## src/shared/filter_vga_config_pkg.sv

```systemverilog
package filter_vga_config_pkg;

    // word geometry: printed bit Bn sits at index n-1
    localparam int CFG_WIDTH = 15;
    localparam logic [14:0] CFG_RESET = 15'h0000;
    localparam logic [3:0] CFG_BITS = 4'hF;
    localparam logic [3:0] COUNT_ZERO = 4'h0;
    localparam logic [3:0] COUNT_ONE = 4'h1;

    // field positions, as indices into the word
    localparam int CORNER_MSB = 14;
    localparam int CORNER_LSB = 9;
    localparam int POWER_MODE_POS = 8;
    localparam int FIRST_GAIN_MSB = 7;
    localparam int FIRST_GAIN_LSB = 6;
    localparam int SECOND_GAIN_MSB = 5;
    localparam int SECOND_GAIN_LSB = 4;
    localparam int THIRD_GAIN_MSB = 3;
    localparam int THIRD_GAIN_LSB = 2;
    localparam int POST_AMP_POS = 1;
    localparam int OFFSET_DISABLE_POS = 0;

    // corner code that selects bypass
    localparam logic [5:0] CORNER_BYPASS = 6'h00;

    // stage gains in dB
    localparam logic [4:0] GAIN_DB_3 = 5'h03;
    localparam logic [4:0] GAIN_DB_9 = 5'h09;
    localparam logic [4:0] GAIN_DB_12 = 5'h0C;
    localparam logic [4:0] GAIN_DB_15 = 5'h0F;
    localparam logic [4:0] GAIN_DB_18 = 5'h12;
    localparam logic [4:0] GAIN_DB_21 = 5'h15;

    // gain-pair codes
    localparam logic [1:0] PAIR_00 = 2'h0;
    localparam logic [1:0] PAIR_01 = 2'h1;
    localparam logic [1:0] PAIR_10 = 2'h2;
    localparam logic [1:0] PAIR_11 = 2'h3;

endpackage

```

## src/verilog/rise_detect.sv

```systemverilog
`timescale 1ns/1ps
`default_nettype none

module rise_detect
(
    input wire logic clk,
    input wire logic rst_b,
    input wire logic level,
    output logic rise
);

    logic prev_ff;
    logic nxt_prev;

    // remember last sample of the level
    always_comb
    begin
        nxt_prev = level;
    end

    always_ff @(posedge clk or negedge rst_b)
    begin
        if (!rst_b)
        begin
            prev_ff <= 1'b0;
        end
        else
        begin
            prev_ff <= nxt_prev;
        end
    end

    // one-cycle pulse on a low-to-high change
    assign rise = level & ~prev_ff;

endmodule

`default_nettype wire

```

## src/verilog/filter_vga_config_register.sv

```systemverilog
`timescale 1ns/1ps
`default_nettype none

module filter_vga_config_register
(
    input wire logic clk,
    input wire logic rst_b,
    input wire logic serial_clk,
    input wire logic serial_data,
    input wire logic latch_en,
    output logic serial_out,
    output logic [14:0] config_word,
    output logic word_applied,
    output logic word_rejected,
    output logic [5:0] corner_mhz,
    output logic filter_bypass,
    output logic filter_power_high,
    output logic gain_power_high,
    output logic [4:0] first_gain_stage_db,
    output logic [4:0] second_gain_stage_db,
    output logic [4:0] third_gain_stage_db,
    output logic [4:0] post_amp_db,
    output logic offset_correction_enable
);

    logic serial_clk_rise;
    logic latch_rise;

    // shift state
    logic [14:0] shift_ff;
    logic [14:0] nxt_shift;
    logic [3:0] count_ff;
    logic [3:0] nxt_count;
    logic sdo_ff;
    logic nxt_sdo;

    // latched word and its event flags
    logic [14:0] config_ff;
    logic [14:0] nxt_config;
    logic applied_ff;
    logic nxt_applied;
    logic rejected_ff;
    logic nxt_rejected;

    // decoded chain controls
    logic [5:0] corner_ff;
    logic [5:0] nxt_corner;
    logic bypass_ff;
    logic nxt_bypass;
    logic filt_pwr_ff;
    logic nxt_filt_pwr;
    logic gain_pwr_ff;
    logic nxt_gain_pwr;
    logic [4:0] first_db_ff;
    logic [4:0] nxt_first_db;
    logic [4:0] second_db_ff;
    logic [4:0] nxt_second_db;
    logic [4:0] third_db_ff;
    logic [4:0] nxt_third_db;
    logic [4:0] post_db_ff;
    logic [4:0] nxt_post_db;
    logic offset_en_ff;
    logic nxt_offset_en;

    // both pins are already synchronous, so only edges are needed
    rise_detect u_clk_edge
    (
        .clk(clk),
        .rst_b(rst_b),
        .level(serial_clk),
        .rise(serial_clk_rise)
    );

    rise_detect u_latch_edge
    (
        .clk(clk),
        .rst_b(rst_b),
        .level(latch_en),
        .rise(latch_rise)
    );

    // shift msb first while the latch is low; count saturates at a word
    always_comb
    begin
        nxt_shift = shift_ff;
        nxt_count = count_ff;
        nxt_sdo = sdo_ff;
        if (latch_rise)
        begin
            nxt_count = filter_vga_config_pkg::COUNT_ZERO;
        end
        else if (serial_clk_rise && !latch_en)
        begin
            nxt_sdo = shift_ff[14];
            nxt_shift = {shift_ff[13:0], serial_data};
            if (count_ff != filter_vga_config_pkg::CFG_BITS)
            begin
                nxt_count = count_ff + filter_vga_config_pkg::COUNT_ONE;
            end
        end
    end

    always_ff @(posedge clk or negedge rst_b)
    begin
        if (!rst_b)
        begin
            shift_ff <= filter_vga_config_pkg::CFG_RESET;
            count_ff <= filter_vga_config_pkg::COUNT_ZERO;
            sdo_ff <= 1'b0;
        end
        else
        begin
            shift_ff <= nxt_shift;
            count_ff <= nxt_count;
            sdo_ff <= nxt_sdo;
        end
    end

    // a short frame is dropped whole so the chain never sees a partial word
    always_comb
    begin
        nxt_config = config_ff;
        nxt_applied = 1'b0;
        nxt_rejected = 1'b0;
        if (latch_rise)
        begin
            if (count_ff == filter_vga_config_pkg::CFG_BITS)
            begin
                nxt_config = shift_ff;
                nxt_applied = 1'b1;
            end
            else
            begin
                nxt_rejected = 1'b1;
            end
        end
    end

    // the latched fifteen-bit store, beside the fifteen-bit shift register
    always_ff @(posedge clk or negedge rst_b)
    begin
        if (!rst_b)
        begin
            config_ff <= filter_vga_config_pkg::CFG_RESET;
            applied_ff <= 1'b0;
            rejected_ff <= 1'b0;
        end
        else
        begin
            config_ff <= nxt_config;
            applied_ff <= nxt_applied;
            rejected_ff <= nxt_rejected;
        end
    end

    // map a two-bit code onto the 21/18/15/12 dB ladder
    function automatic logic [4:0] ladder_db(input logic [1:0] code);
        logic [4:0] db;
        db = filter_vga_config_pkg::GAIN_DB_12;
        unique case (code)
            filter_vga_config_pkg::PAIR_00: db = filter_vga_config_pkg::GAIN_DB_21;
            filter_vga_config_pkg::PAIR_01: db = filter_vga_config_pkg::GAIN_DB_18;
            filter_vga_config_pkg::PAIR_10: db = filter_vga_config_pkg::GAIN_DB_15;
            filter_vga_config_pkg::PAIR_11: db = filter_vga_config_pkg::GAIN_DB_12;
        endcase
        return db;
    endfunction

    // decode the latched word; outputs trail the store by one cycle
    always_comb
    begin
        logic power_bit;
        power_bit = config_ff[filter_vga_config_pkg::POWER_MODE_POS];
        nxt_corner = config_ff[filter_vga_config_pkg::CORNER_MSB:
                               filter_vga_config_pkg::CORNER_LSB];
        nxt_bypass = (nxt_corner == filter_vga_config_pkg::CORNER_BYPASS);
        if (nxt_bypass)
        begin
            nxt_gain_pwr = power_bit;
            nxt_filt_pwr = 1'b0;
        end
        else
        begin
            nxt_gain_pwr = 1'b0;
            nxt_filt_pwr = power_bit;
        end
        // fourth code of the first stage repeats 9 dB
        unique case (config_ff[filter_vga_config_pkg::FIRST_GAIN_MSB:
                               filter_vga_config_pkg::FIRST_GAIN_LSB])
            filter_vga_config_pkg::PAIR_00:
                nxt_first_db = filter_vga_config_pkg::GAIN_DB_15;
            filter_vga_config_pkg::PAIR_01:
                nxt_first_db = filter_vga_config_pkg::GAIN_DB_12;
            filter_vga_config_pkg::PAIR_10,
            filter_vga_config_pkg::PAIR_11:
                nxt_first_db = filter_vga_config_pkg::GAIN_DB_9;
        endcase
        nxt_second_db = ladder_db(
            config_ff[filter_vga_config_pkg::SECOND_GAIN_MSB:
                      filter_vga_config_pkg::SECOND_GAIN_LSB]);
        nxt_third_db = ladder_db(
            config_ff[filter_vga_config_pkg::THIRD_GAIN_MSB:
                      filter_vga_config_pkg::THIRD_GAIN_LSB]);
        nxt_post_db = config_ff[filter_vga_config_pkg::POST_AMP_POS] ?
                      filter_vga_config_pkg::GAIN_DB_9 :
                      filter_vga_config_pkg::GAIN_DB_3;
        nxt_offset_en =
            ~config_ff[filter_vga_config_pkg::OFFSET_DISABLE_POS];
    end

    // reset values follow a decode of the all-zero word
    always_ff @(posedge clk or negedge rst_b)
    begin
        if (!rst_b)
        begin
            corner_ff <= filter_vga_config_pkg::CORNER_BYPASS;
            bypass_ff <= 1'b1;
            filt_pwr_ff <= 1'b0;
            gain_pwr_ff <= 1'b0;
            first_db_ff <= filter_vga_config_pkg::GAIN_DB_15;
            second_db_ff <= filter_vga_config_pkg::GAIN_DB_21;
            third_db_ff <= filter_vga_config_pkg::GAIN_DB_21;
            post_db_ff <= filter_vga_config_pkg::GAIN_DB_3;
            offset_en_ff <= 1'b1;
        end
        else
        begin
            corner_ff <= nxt_corner;
            bypass_ff <= nxt_bypass;
            filt_pwr_ff <= nxt_filt_pwr;
            gain_pwr_ff <= nxt_gain_pwr;
            first_db_ff <= nxt_first_db;
            second_db_ff <= nxt_second_db;
            third_db_ff <= nxt_third_db;
            post_db_ff <= nxt_post_db;
            offset_en_ff <= nxt_offset_en;
        end
    end

    // every output straight from a flip-flop
    assign serial_out = sdo_ff;
    assign config_word = config_ff;
    assign word_applied = applied_ff;
    assign word_rejected = rejected_ff;
    assign corner_mhz = corner_ff;
    assign filter_bypass = bypass_ff;
    assign filter_power_high = filt_pwr_ff;
    assign gain_power_high = gain_pwr_ff;
    assign first_gain_stage_db = first_db_ff;
    assign second_gain_stage_db = second_db_ff;
    assign third_gain_stage_db = third_db_ff;
    assign post_amp_db = post_db_ff;
    assign offset_correction_enable = offset_en_ff;

endmodule

`default_nettype wire

```

## config.mk

```make
export PLATFORM = sky130hd
export DESIGN_NAME = filter_vga_config_register
export DESIGN_NICKNAME = d
export VERILOG_FILES = /design/src/shared/filter_vga_config_pkg.sv /design/src/verilog/rise_detect.sv /design/src/verilog/filter_vga_config_register.sv
export SDC_FILE = /design/constraint.sdc
export NUM_CORES = 1
export LEC_CHECK = 0
export ABC_AREA = 1
export BUFFER_PORTS_ARGS = -buffer_cell sky130_fd_sc_hd__buf_4
export CORE_ASPECT_RATIO = 0.8
export CORE_MARGIN = 2
export CORE_UTILIZATION = 48
export CTS_CLUSTER_DIAMETER = 40
export CTS_CLUSTER_SIZE = 20
export DETAILED_ROUTE_END_ITERATION = 6
export HOLD_SLACK_MARGIN = 0.06
export PLACE_DENSITY_LB_ADDON = 0.05
export SLEW_MARGIN = 10
export SYNTH_ARGS = -nofsm -noshare
export SYNTH_HDL_FRONTEND = slang
export SYNTH_SLANG_ARGS = --single-unit
```

## constraint.sdc

```tcl
create_clock -name clk -period 1.1 [get_ports clk]
set_input_delay 0.11 -clock clk [delete_from_list [all_inputs] [get_ports clk]]
set_output_delay 0.11 -clock clk [all_outputs]
set_load 0.02 [all_outputs]
```

**Word level (Yosys, flattened, before mapping)**

Index checks and enable logic that the tools add are counted.

- Add/sub/neg operators: 1
- Multipliers: 0
- Div/mod/pow operators: 0
- $lt $le $gt $ge: 0
- Equality and inequality tests: 11
- Shifts and indexed selects: 0
- Mux-type cells: 13
- Bitwise operators: 6
- Reduce and logical (&&, ||, !) cells: 12

Operator list:

| cell | number |
|---|---|
| 5-bit one-hot mux with 4 select lines | 2 |
| 4-bit 2-to-1 mux | 4 |
| 5-bit one-hot mux with 3 select lines | 1 |
| 2-bit == test, second input constant | 6 |
| 2-bit by 1-bit == test with 1-bit output, second input constant | 3 |
| 2-bit zero test | 3 |
| 6-bit zero test | 1 |
| 1-bit 2-to-1 mux | 6 |
| 2-bit AND reduction | 3 |
| 4-bit by 1-bit adder with 4-bit output, second input constant | 1 |
| 4-bit == test, second input constant | 1 |
| 4-bit inequality test, second input constant | 1 |
| 1-bit NOT | 4 |
| 2-bit nonzero test | 2 |
| 1-bit bitwise AND | 2 |
| 2-bit OR reduction | 1 |
| 1-bit logical AND | 1 |
| 1-bit zero test | 1 |

- Register bits: 68
- Latch bits: 0
- Bits in writable memories: 0
- Memory bits (read-only): 0
- Input port bits: 5
- Output and inout bits: 48
- Logic and storage cells: 60
- Memories kept: 0

**Depth between registers and ports, before layout**

Gate-level depths: netlist of run 1.

- Depth after elaboration: 5
- Depth in mapped cells: 8
- Depth with buffers taken out: 7

**Hierarchy**

A second synthesis of run 1 with hierarchy kept.

- Cells, all modules: 235
- Area total of the unflattened synthesis: 2,538.7 um^2

Modules (own cells, without submodules):

| module | times used | cells each | area each (um^2) | sequential area each (um^2) |
|---|---|---|---|---|
| filter_vga_config_register | 1 | 229 | 2,468.6 | 1,566.5 |
| rise_detect | 2 | 3 | 35.0 | 25.0 |

**Worst setup path before layout of run 1**

OpenSTA, ideal clock, no wires.

- Path type: register to register
- From: register count_ff[0]
- To: register config_ff[3] (netlist: config_word[3])
- Setup time: 127 ps
- Arrival time: 1,125 ps
- Data required time: 973 ps
- Path slack: -152 ps
- Stages on the path, launching flop included: 8
- Path buffers: 1
- Period minus slack after synthesis: 1,252 ps
- Path through: dfrtp_1 ha_1 nand2_1 nor2_2 inv_2 nor2_8 buf_6 o21ai_0

- Cells in the longest elaborated chain, start to end: 2

RTL lines:

| what | line | text |
|---|---|---|
| start, declared | filter_vga_config_register.sv:32 | `logic [3:0] count_ff;` |
| start signal, assigned | filter_vga_config_register.sv:108 | `count_ff <= filter_vga_config_pkg::COUNT_ZERO;` |
| start signal, assigned | filter_vga_config_register.sv:114 | `count_ff <= nxt_count;` |
| 4-bit == test | filter_vga_config_register.sv:127 | `if (count_ff == filter_vga_config_pkg::CFG_BITS)` |
| 2-bit AND reduction (no line) | - |  |
| end signal, assigned | filter_vga_config_register.sv:144 | `config_ff <= filter_vga_config_pkg::CFG_RESET;` |
| end signal, assigned | filter_vga_config_register.sv:150 | `config_ff <= nxt_config;` |
| end, declared | filter_vga_config_register.sv:38 | `logic [14:0] config_ff;` |

No other way between the ends.
A chain may end at the register's enable or synchronous reset.

**Final worst setup path of run 1**

- From: register count_ff[0]
- To: register count_ff[3]

- Cells in the longest elaborated chain, start to end: 4
- Elaborated cells on any way between the ends: 7
- Classes of those cells: 1 x add/sub; 1 x eq/ne; 3 x mux; 2 x reduce/logical

RTL lines:

| what | line | text |
|---|---|---|
| 4-bit by 1-bit adder with 4-bit output | filter_vga_config_register.sv:98 | `nxt_count = count_ff + filter_vga_config_pkg::COUNT_ONE;` |
| 4-bit 2-to-1 mux | filter_vga_config_register.sv:96 | `if (count_ff != filter_vga_config_pkg::CFG_BITS)` |
| 4-bit 2-to-1 mux | filter_vga_config_register.sv:92 | `else if (serial_clk_rise && !latch_en)` |
| 4-bit 2-to-1 mux | filter_vga_config_register.sv:88 | `if (latch_rise)` |

Parallel ways exist; a longest one is shown, timed or not. The select of a mux whose other input is x is not followed.

==> flow_summary.ini, run 1 <==
[run_status]
outcome = finished, violations left
failed_checks = negative setup slack

[timing]
tns_ns = -3.16
period_minus_slack_ns = 1.29
fmax_mhz = 778
hold_viol_final = 0
finalSetupViolations = 22
final.period_utilization_pct = 117
hold_ws_ns = 0.185
finalMaxSlewViolations = 0
rsz0062_at_grt = true
skew_ns = 0.00758
worst_slack_ns = -0.185

[worst_setup_path]
r2r_start = count_ff[0]
criticalPathCategory = reg2reg
critical_path.startpoint = count_ff[0]
path_max_fanout = 5
crit_required_ns = 1.33
start_kind = flop
arrival_ns = 1.52
endpoint_kind = flop

[floorplan]
row_count = 23
die_area_um2 = 5900
ios = 53
die_w_um = 85.4
die_y_um = 69.1
coreArea_um2 = 5060
initial_core_util_pct = 50.2

[place]
dp.cells = 350
routabilityCongestion = 0.704
dp_hpwl_mm = 3.04
portBuffers = 47

[clock_tree]
clock_latency_ns = 0.34
cts_root_buffer = clkbuf_8
ctsLongestPathBuffers = 2
ctsHtreeMaxLevel = 3
cts.clk_slew.worst_paths_ns = 0.06
clkSinkCount = 64
cts_buffers = 9
cts_tree = built

[synthesis]
synth_top_area_cell = dfrtp_1
synth_top_area_share_pct = 51.2
synth_warnings = 0
netlist_area_um2 = 2540
postSynthAreaPerCell_um2 = 11.0
synthTopCellsByArea = dfrtp_1, dfstp_2, nand2_1
synth_seq_cells = 64
synth_cells = 231
yosysUniqueCellTypes = 27
ys_seq_area_share_pct = 63.6

[global_routing]
track_usage_pct = 17.3
grt_pass1_vias = 1735
overflow = 0
grt_max_degree = 29
grt_pass1_wl_mm = 7.86
antenna_found_initial = 0

[route]
drt-pass1-iter-count = 4
antenna_left = 0
wl_per_cell_um = 12.2
routed_wl_mm = 4.59
drt-initial-drc-count = 40
num_vias = 1764
drc = 0
vias_per_cell = 4.69

[layout]
multi_input_area_um2 = 806
fin_nets = 325
fillers = 389
antennaDiodeCount = 0
instances_no_fill = 376
regArea_um2 = 1620
area_growth_syn_to_layout_pct = 38.2
drive_gt1_share_pct = 45.5

[power_and_ir_drop]
ir_drop_uv = 1080
powerDensity_nw_per_um2 = 1620
leakage_nw = 1.82

[min_path]
hp-class = in2reg
worstHoldStart = latch_en

[flow_run]
maxCapViolCount = 0
[sequential cells by signal, indices dropped and copies added (netlist names), 2 cells and up]
register              count
config_word              15
corner_mhz                6
count_ff                  4
first_gain_stage_db       3
post_amp_db               2
second_gain_stage_db      5
shift_ff                 15
third_gain_stage_db       5
[timing repair]
action / CTS / global route
endpoints found under the setup margin: 34 / 47
resized for setup: 31 / 10
pin swaps: 5 / 1
buffers inserted: 5 / 1
hold buffers: 4 / 0
endpoints found under the hold margin: 65 / 0
[cell usage in the layout (no fill, tap or decap), drive strengths merged]
cell type	instances
nor2	12
conb	5
dfrtp	52
nand3	17
nand3b	1
a21oi	1
or2	5
ha	11
nand2	62
o21ai	16
nand4	2
clkbuf	13
dfstp	12
bufinv	3
buf	73
inv	24
dlygate4sd3	4
xor2	1
[area by class of cell]
cell class              count  share of cell area [%]
multi-input cells         133                    23.0
repair buffers             77                    19.6
inverters                  24                    2.57
flip-flops and latches     64                    46.1
well taps                  62                    2.21
clock buffers              13                    3.96
clock inverters             3                    2.57
[Yosys cell counts]
cell type and instances:
nand2_1 60, dfrtp_1 52, inv_1 22, nand3_1 17, dfstp_2 12, o21ai_2 12
ha_1 11, nor2_1 7, buf_4 6, or2_2 5, o21ai_0 4, nor2_2 3
buf_6 2, conb_1 2, inv_2 2, nand2_2 2, nand4_1 2, a21oi_1 1
buf_1 1, buf_2 1, buf_8 1, clkbuf_1 1, clkbuf_2 1, nand3b_1 1
nor2_4 1, nor2_8 1, xor2_1 1
[worst paths after layout]
check                                          to  slack, ns  cells past startpoint
max                                   count_ff[3]      -0.19                      8
min                                   count_ff[1]       0.19                      6
max reg2reg                           count_ff[3]      -0.19                      8
min reg2reg                        post_amp_db[3]       0.40                      0
max in group asynchronous  first_gain_stage_db[0]       0.38                      3
min in group asynchronous  third_gain_stage_db[1]       0.21                      2
[cells by family after synthesis]
group                      count (synthesis)  synth area share, %
AOI/OAI and AO/OA                         17                 5.12
xor gates and xnor gates                   1                0.345
adders and majority gates                 11                 5.42
buffers and inverters                     37                 7.48
DFF                                       64                 63.6
other                                      2                0.296
and+or+nand+nor                           99                 17.7
[critical path: stages (launching register included)]
cell and delay, ns:
dfrtp_1 0.39, ha_2 0.21, nand2_2 0.08, nor2_4 0.04, buf_4 0.13, nor2_4 0.15
nor2_4 0.07, nand2_1 0.06, nand2_1 0.05
[metal layers]
metal,global-route usage [%],part of all wire (%)
met4,6.00,1.7
met5,0,0
met3,8.74,6.0
met1,21.4,45
met2,26.4,48
[report_power, final]
part	internal [W]	switching, W
registers	0.00256	0.000131
clock network	0.00151	0.000826
logic	0.000298	0.000369
[through the flow]
step,utilization [%],worst slack (ns),cell area (µm²),total power [W]
3_5_place_dp,60.6,-0.168,3070,0.00332
5_1_grt,69.3,-0.268,3510,0.00595
3_3_place_gp,60.6,-0.171,3070,0.00332
6_report,69.3,-0.185,3510,0.00569
4_1_cts,68.7,-0.178,3480,0.00576
2_1_floorplan,-,-0.152,2550,0.00303
Power figures use the tool's default switching activity.
==> run 2: changes to the inputs <==
--- a/config.mk
+++ b/config.mk
@@ -7,6 +7,4 @@
 export LEC_CHECK = 0
-export ABC_AREA = 1
 export BUFFER_PORTS_ARGS = -buffer_cell sky130_fd_sc_hd__buf_4
 export CORE_ASPECT_RATIO = 0.8
-export CORE_MARGIN = 2
 export CORE_UTILIZATION = 48
--- a/constraint.sdc
+++ b/constraint.sdc
@@ -3,2 +3,2 @@
 set_output_delay 0.11 -clock clk [all_outputs]
-set_load 0.02 [all_outputs]
+set_load 0.005 [all_outputs]
==> run 2 against run 1 <==
The flow still finishes with violations (negative setup slack). Synthesized cell count is 32% lower. Area after synthesis is 4.3% lower. Critical path depth is 3 lower. Sequential share of layout area is 1.0 points lower. Combinational power is 32% lower. Cell count is 17% lower. Global-route usage is 3.2 points higher. First-iteration DRC count is 43% higher. Critical endpoint is now config_word[12].
==> flow_summary.ini, run 2 <==
[clock_tree]
ctsLongestPathBuffers = 2
cts.clk_slew.worst_paths_ns = 0.06
clkSinkCount = 64
cts_root_buffer = clkbuf_8
clock_latency_ns = 0.34
cts_tree = built
cts_buffers = 9
ctsHtreeMaxLevel = 3

[global_routing]
grt_pass1_vias = 1588
grt_max_degree = 37
track_usage_pct = 20.5
overflow = 0
grt_pass1_wl_mm = 7.67
antenna_found_initial = 0

[layout]
drive_gt1_share_pct = 64.4
final_common_cell = dfrtp_1
fin_area_um2 = 3590
antennaDiodeCount = 0
fin_util_pct = 75.9
instances_no_fill = 313
fin_nets = 264
layout.cells.most_common_list = dfrtp_1, buf_4, buf_6
fillers = 321
multi_input_area_um2 = 827
area_growth_syn_to_layout_pct = 47.7
regArea_um2 = 1620

[power_and_ir_drop]
leakage_nw = 1.80
powerDensity_nw_per_um2 = 1430
ir_drop_uv = 1040

[synthesis]
synth_seq_cells = 64
synth_enable_flop_cells = 0
synth_top_area_cell = dfrtp_1
ys_seq_area_share_pct = 66.5
ys_async_sr_fraction_pct = 100
ys_top_cells_by_count = dfrtp_1, mux2_2, dfstp_2, ha_1, inv_1
postSynthAreaPerCell_um2 = 15.5
synth_ff_type = dfrtp_1
synth_top_area_share_pct = 53.5
yosysUniqueCellTypes = 25
netlist_area_um2 = 2430
synth_warnings = 0
synthTopCellsByArea = dfrtp_1, mux2_2, dfstp_2
synth_cells = 157
synth.most_common_cell = dfrtp_1

[timing]
hold_viol_final = 0
final.period_utilization_pct = 127
period_minus_slack_ns = 1.40
finalSetupViolations = 41
hold_ws_ns = 0.154
finalMaxSlewViolations = 0
rsz0062_at_grt = true
fmax_mhz = 717
skew_ns = 0.00315
worst_slack_ns = -0.295

[route]
num_vias = 1499
drt-initial-drc-count = 57
routed_wl_mm = 4.68
vias_per_cell = 4.79
drt-pass1-iter-count = 4
antenna_left = 0
wl_per_cell_um = 14.9
drc = 0

[place]
dp_hpwl_mm = 2.87
portBuffers = 47
routabilityCongestion = 0.663
dp.cells = 276
dpl_cell_area_um2 = 3060

[floorplan]
die_area_um2 = 5360
initial_core_util_pct = 51.4
coreArea_um2 = 4730
ios = 53
die_y_um = 65.7
die_w_um = 81.6
row_count = 22

[worst_setup_path]
endpoint_kind = flop
criticalPathCategory = reg2reg
path_max_fanout = 16
start_kind = flop
crit_required_ns = 1.32
arrival_ns = 1.62
ff2ff_setup_slack_ns = -0.30

[run_status]
outcome = finished, violations left
failed_checks = negative setup slack

[min_path]
hp-class = in2async

[flow_run]
maxCapViolCount = 0
[run 2: where the power goes]
part	switching (W)	internal, W
Clock	0.000839	0.00116
Sequential	0.000141	0.00253
Combinational	0.000144	0.000308
Total	0.00112	0.00400
[run 2: final cells by class]
class / instances / area share, %
multi-input combinational: 77 / 23.0
tap: 60 / 2.09
sequential: 64 / 45.1
inverter: 10 / 1.04
clock buffer: 13 / 4.42
timing repair buffer: 86 / 23.2
clock inverter: 3 / 1.11
[run 2: cell families after synthesis]
logic type / after synthesis / synth area share (%)
flops: 64 / 66.5
other cells: 2 / 0.309
simple gates: 25 / 7.05
fa+ha+maj: 11 / 5.66
mux: 33 / 15.2
compound gates: 3 / 0.874
buf+inv: 19 / 4.48
[run 2: metrics by stage]
stage          total power (W)  setup TNS, ns  setup WS (ns)
3_3_place_gp           0.00309          -6.65         -0.230
3_5_place_dp           0.00312          -8.25         -0.284
6_report               0.00512          -8.91         -0.295
2_1_floorplan          0.00296          -6.75         -0.329
5_1_grt                0.00534         -11.08         -0.357
4_1_cts                0.00516          -9.43         -0.290
[run 2: worst paths after layout]
kind                           startpoint                       end  depth (start not counted)
setup / recovery              count_ff[1]           config_word[12]                          5
hold / removal                      rst_b    third_gain_stage_db[3]                          2
setup reg to reg              count_ff[1]           config_word[12]                          5
hold reg to reg            config_word[0]  offset_correction_enable                          1
max in group asynchronous           rst_b            post_amp_db[1]                          3
min in group clk                 latch_en             word_rejected                          4
[run 2: timing repair]
item / CTS / global route
pin swaps: 2 / 2
resized for setup: 22 / 32
gates cloned: 2 / 1
hold buffers: 4 / 0
endpoints found under the setup margin: 50 / 63
buffers inserted: 13 / 7
endpoints found under the hold margin: 64 / 0
[run 2: critical path, stage by stage (launching register included)]
cell and delay, ns:
dfrtp_1 0.40, ha_4 0.17, nand3_4 0.08, nor2_4 0.13
buf_12 0.16, mux2_2 0.34
[run 2: metal layers]
layer  routed length (µm)  GRT usage [%]  vias to the layer above
met2                 2300           31.9                       45
li1                     -              -                      695
met4                   63           6.36                        0
met3                  260           10.1                        9
met5                    0              0                        -
met1                 2050           25.1                      750
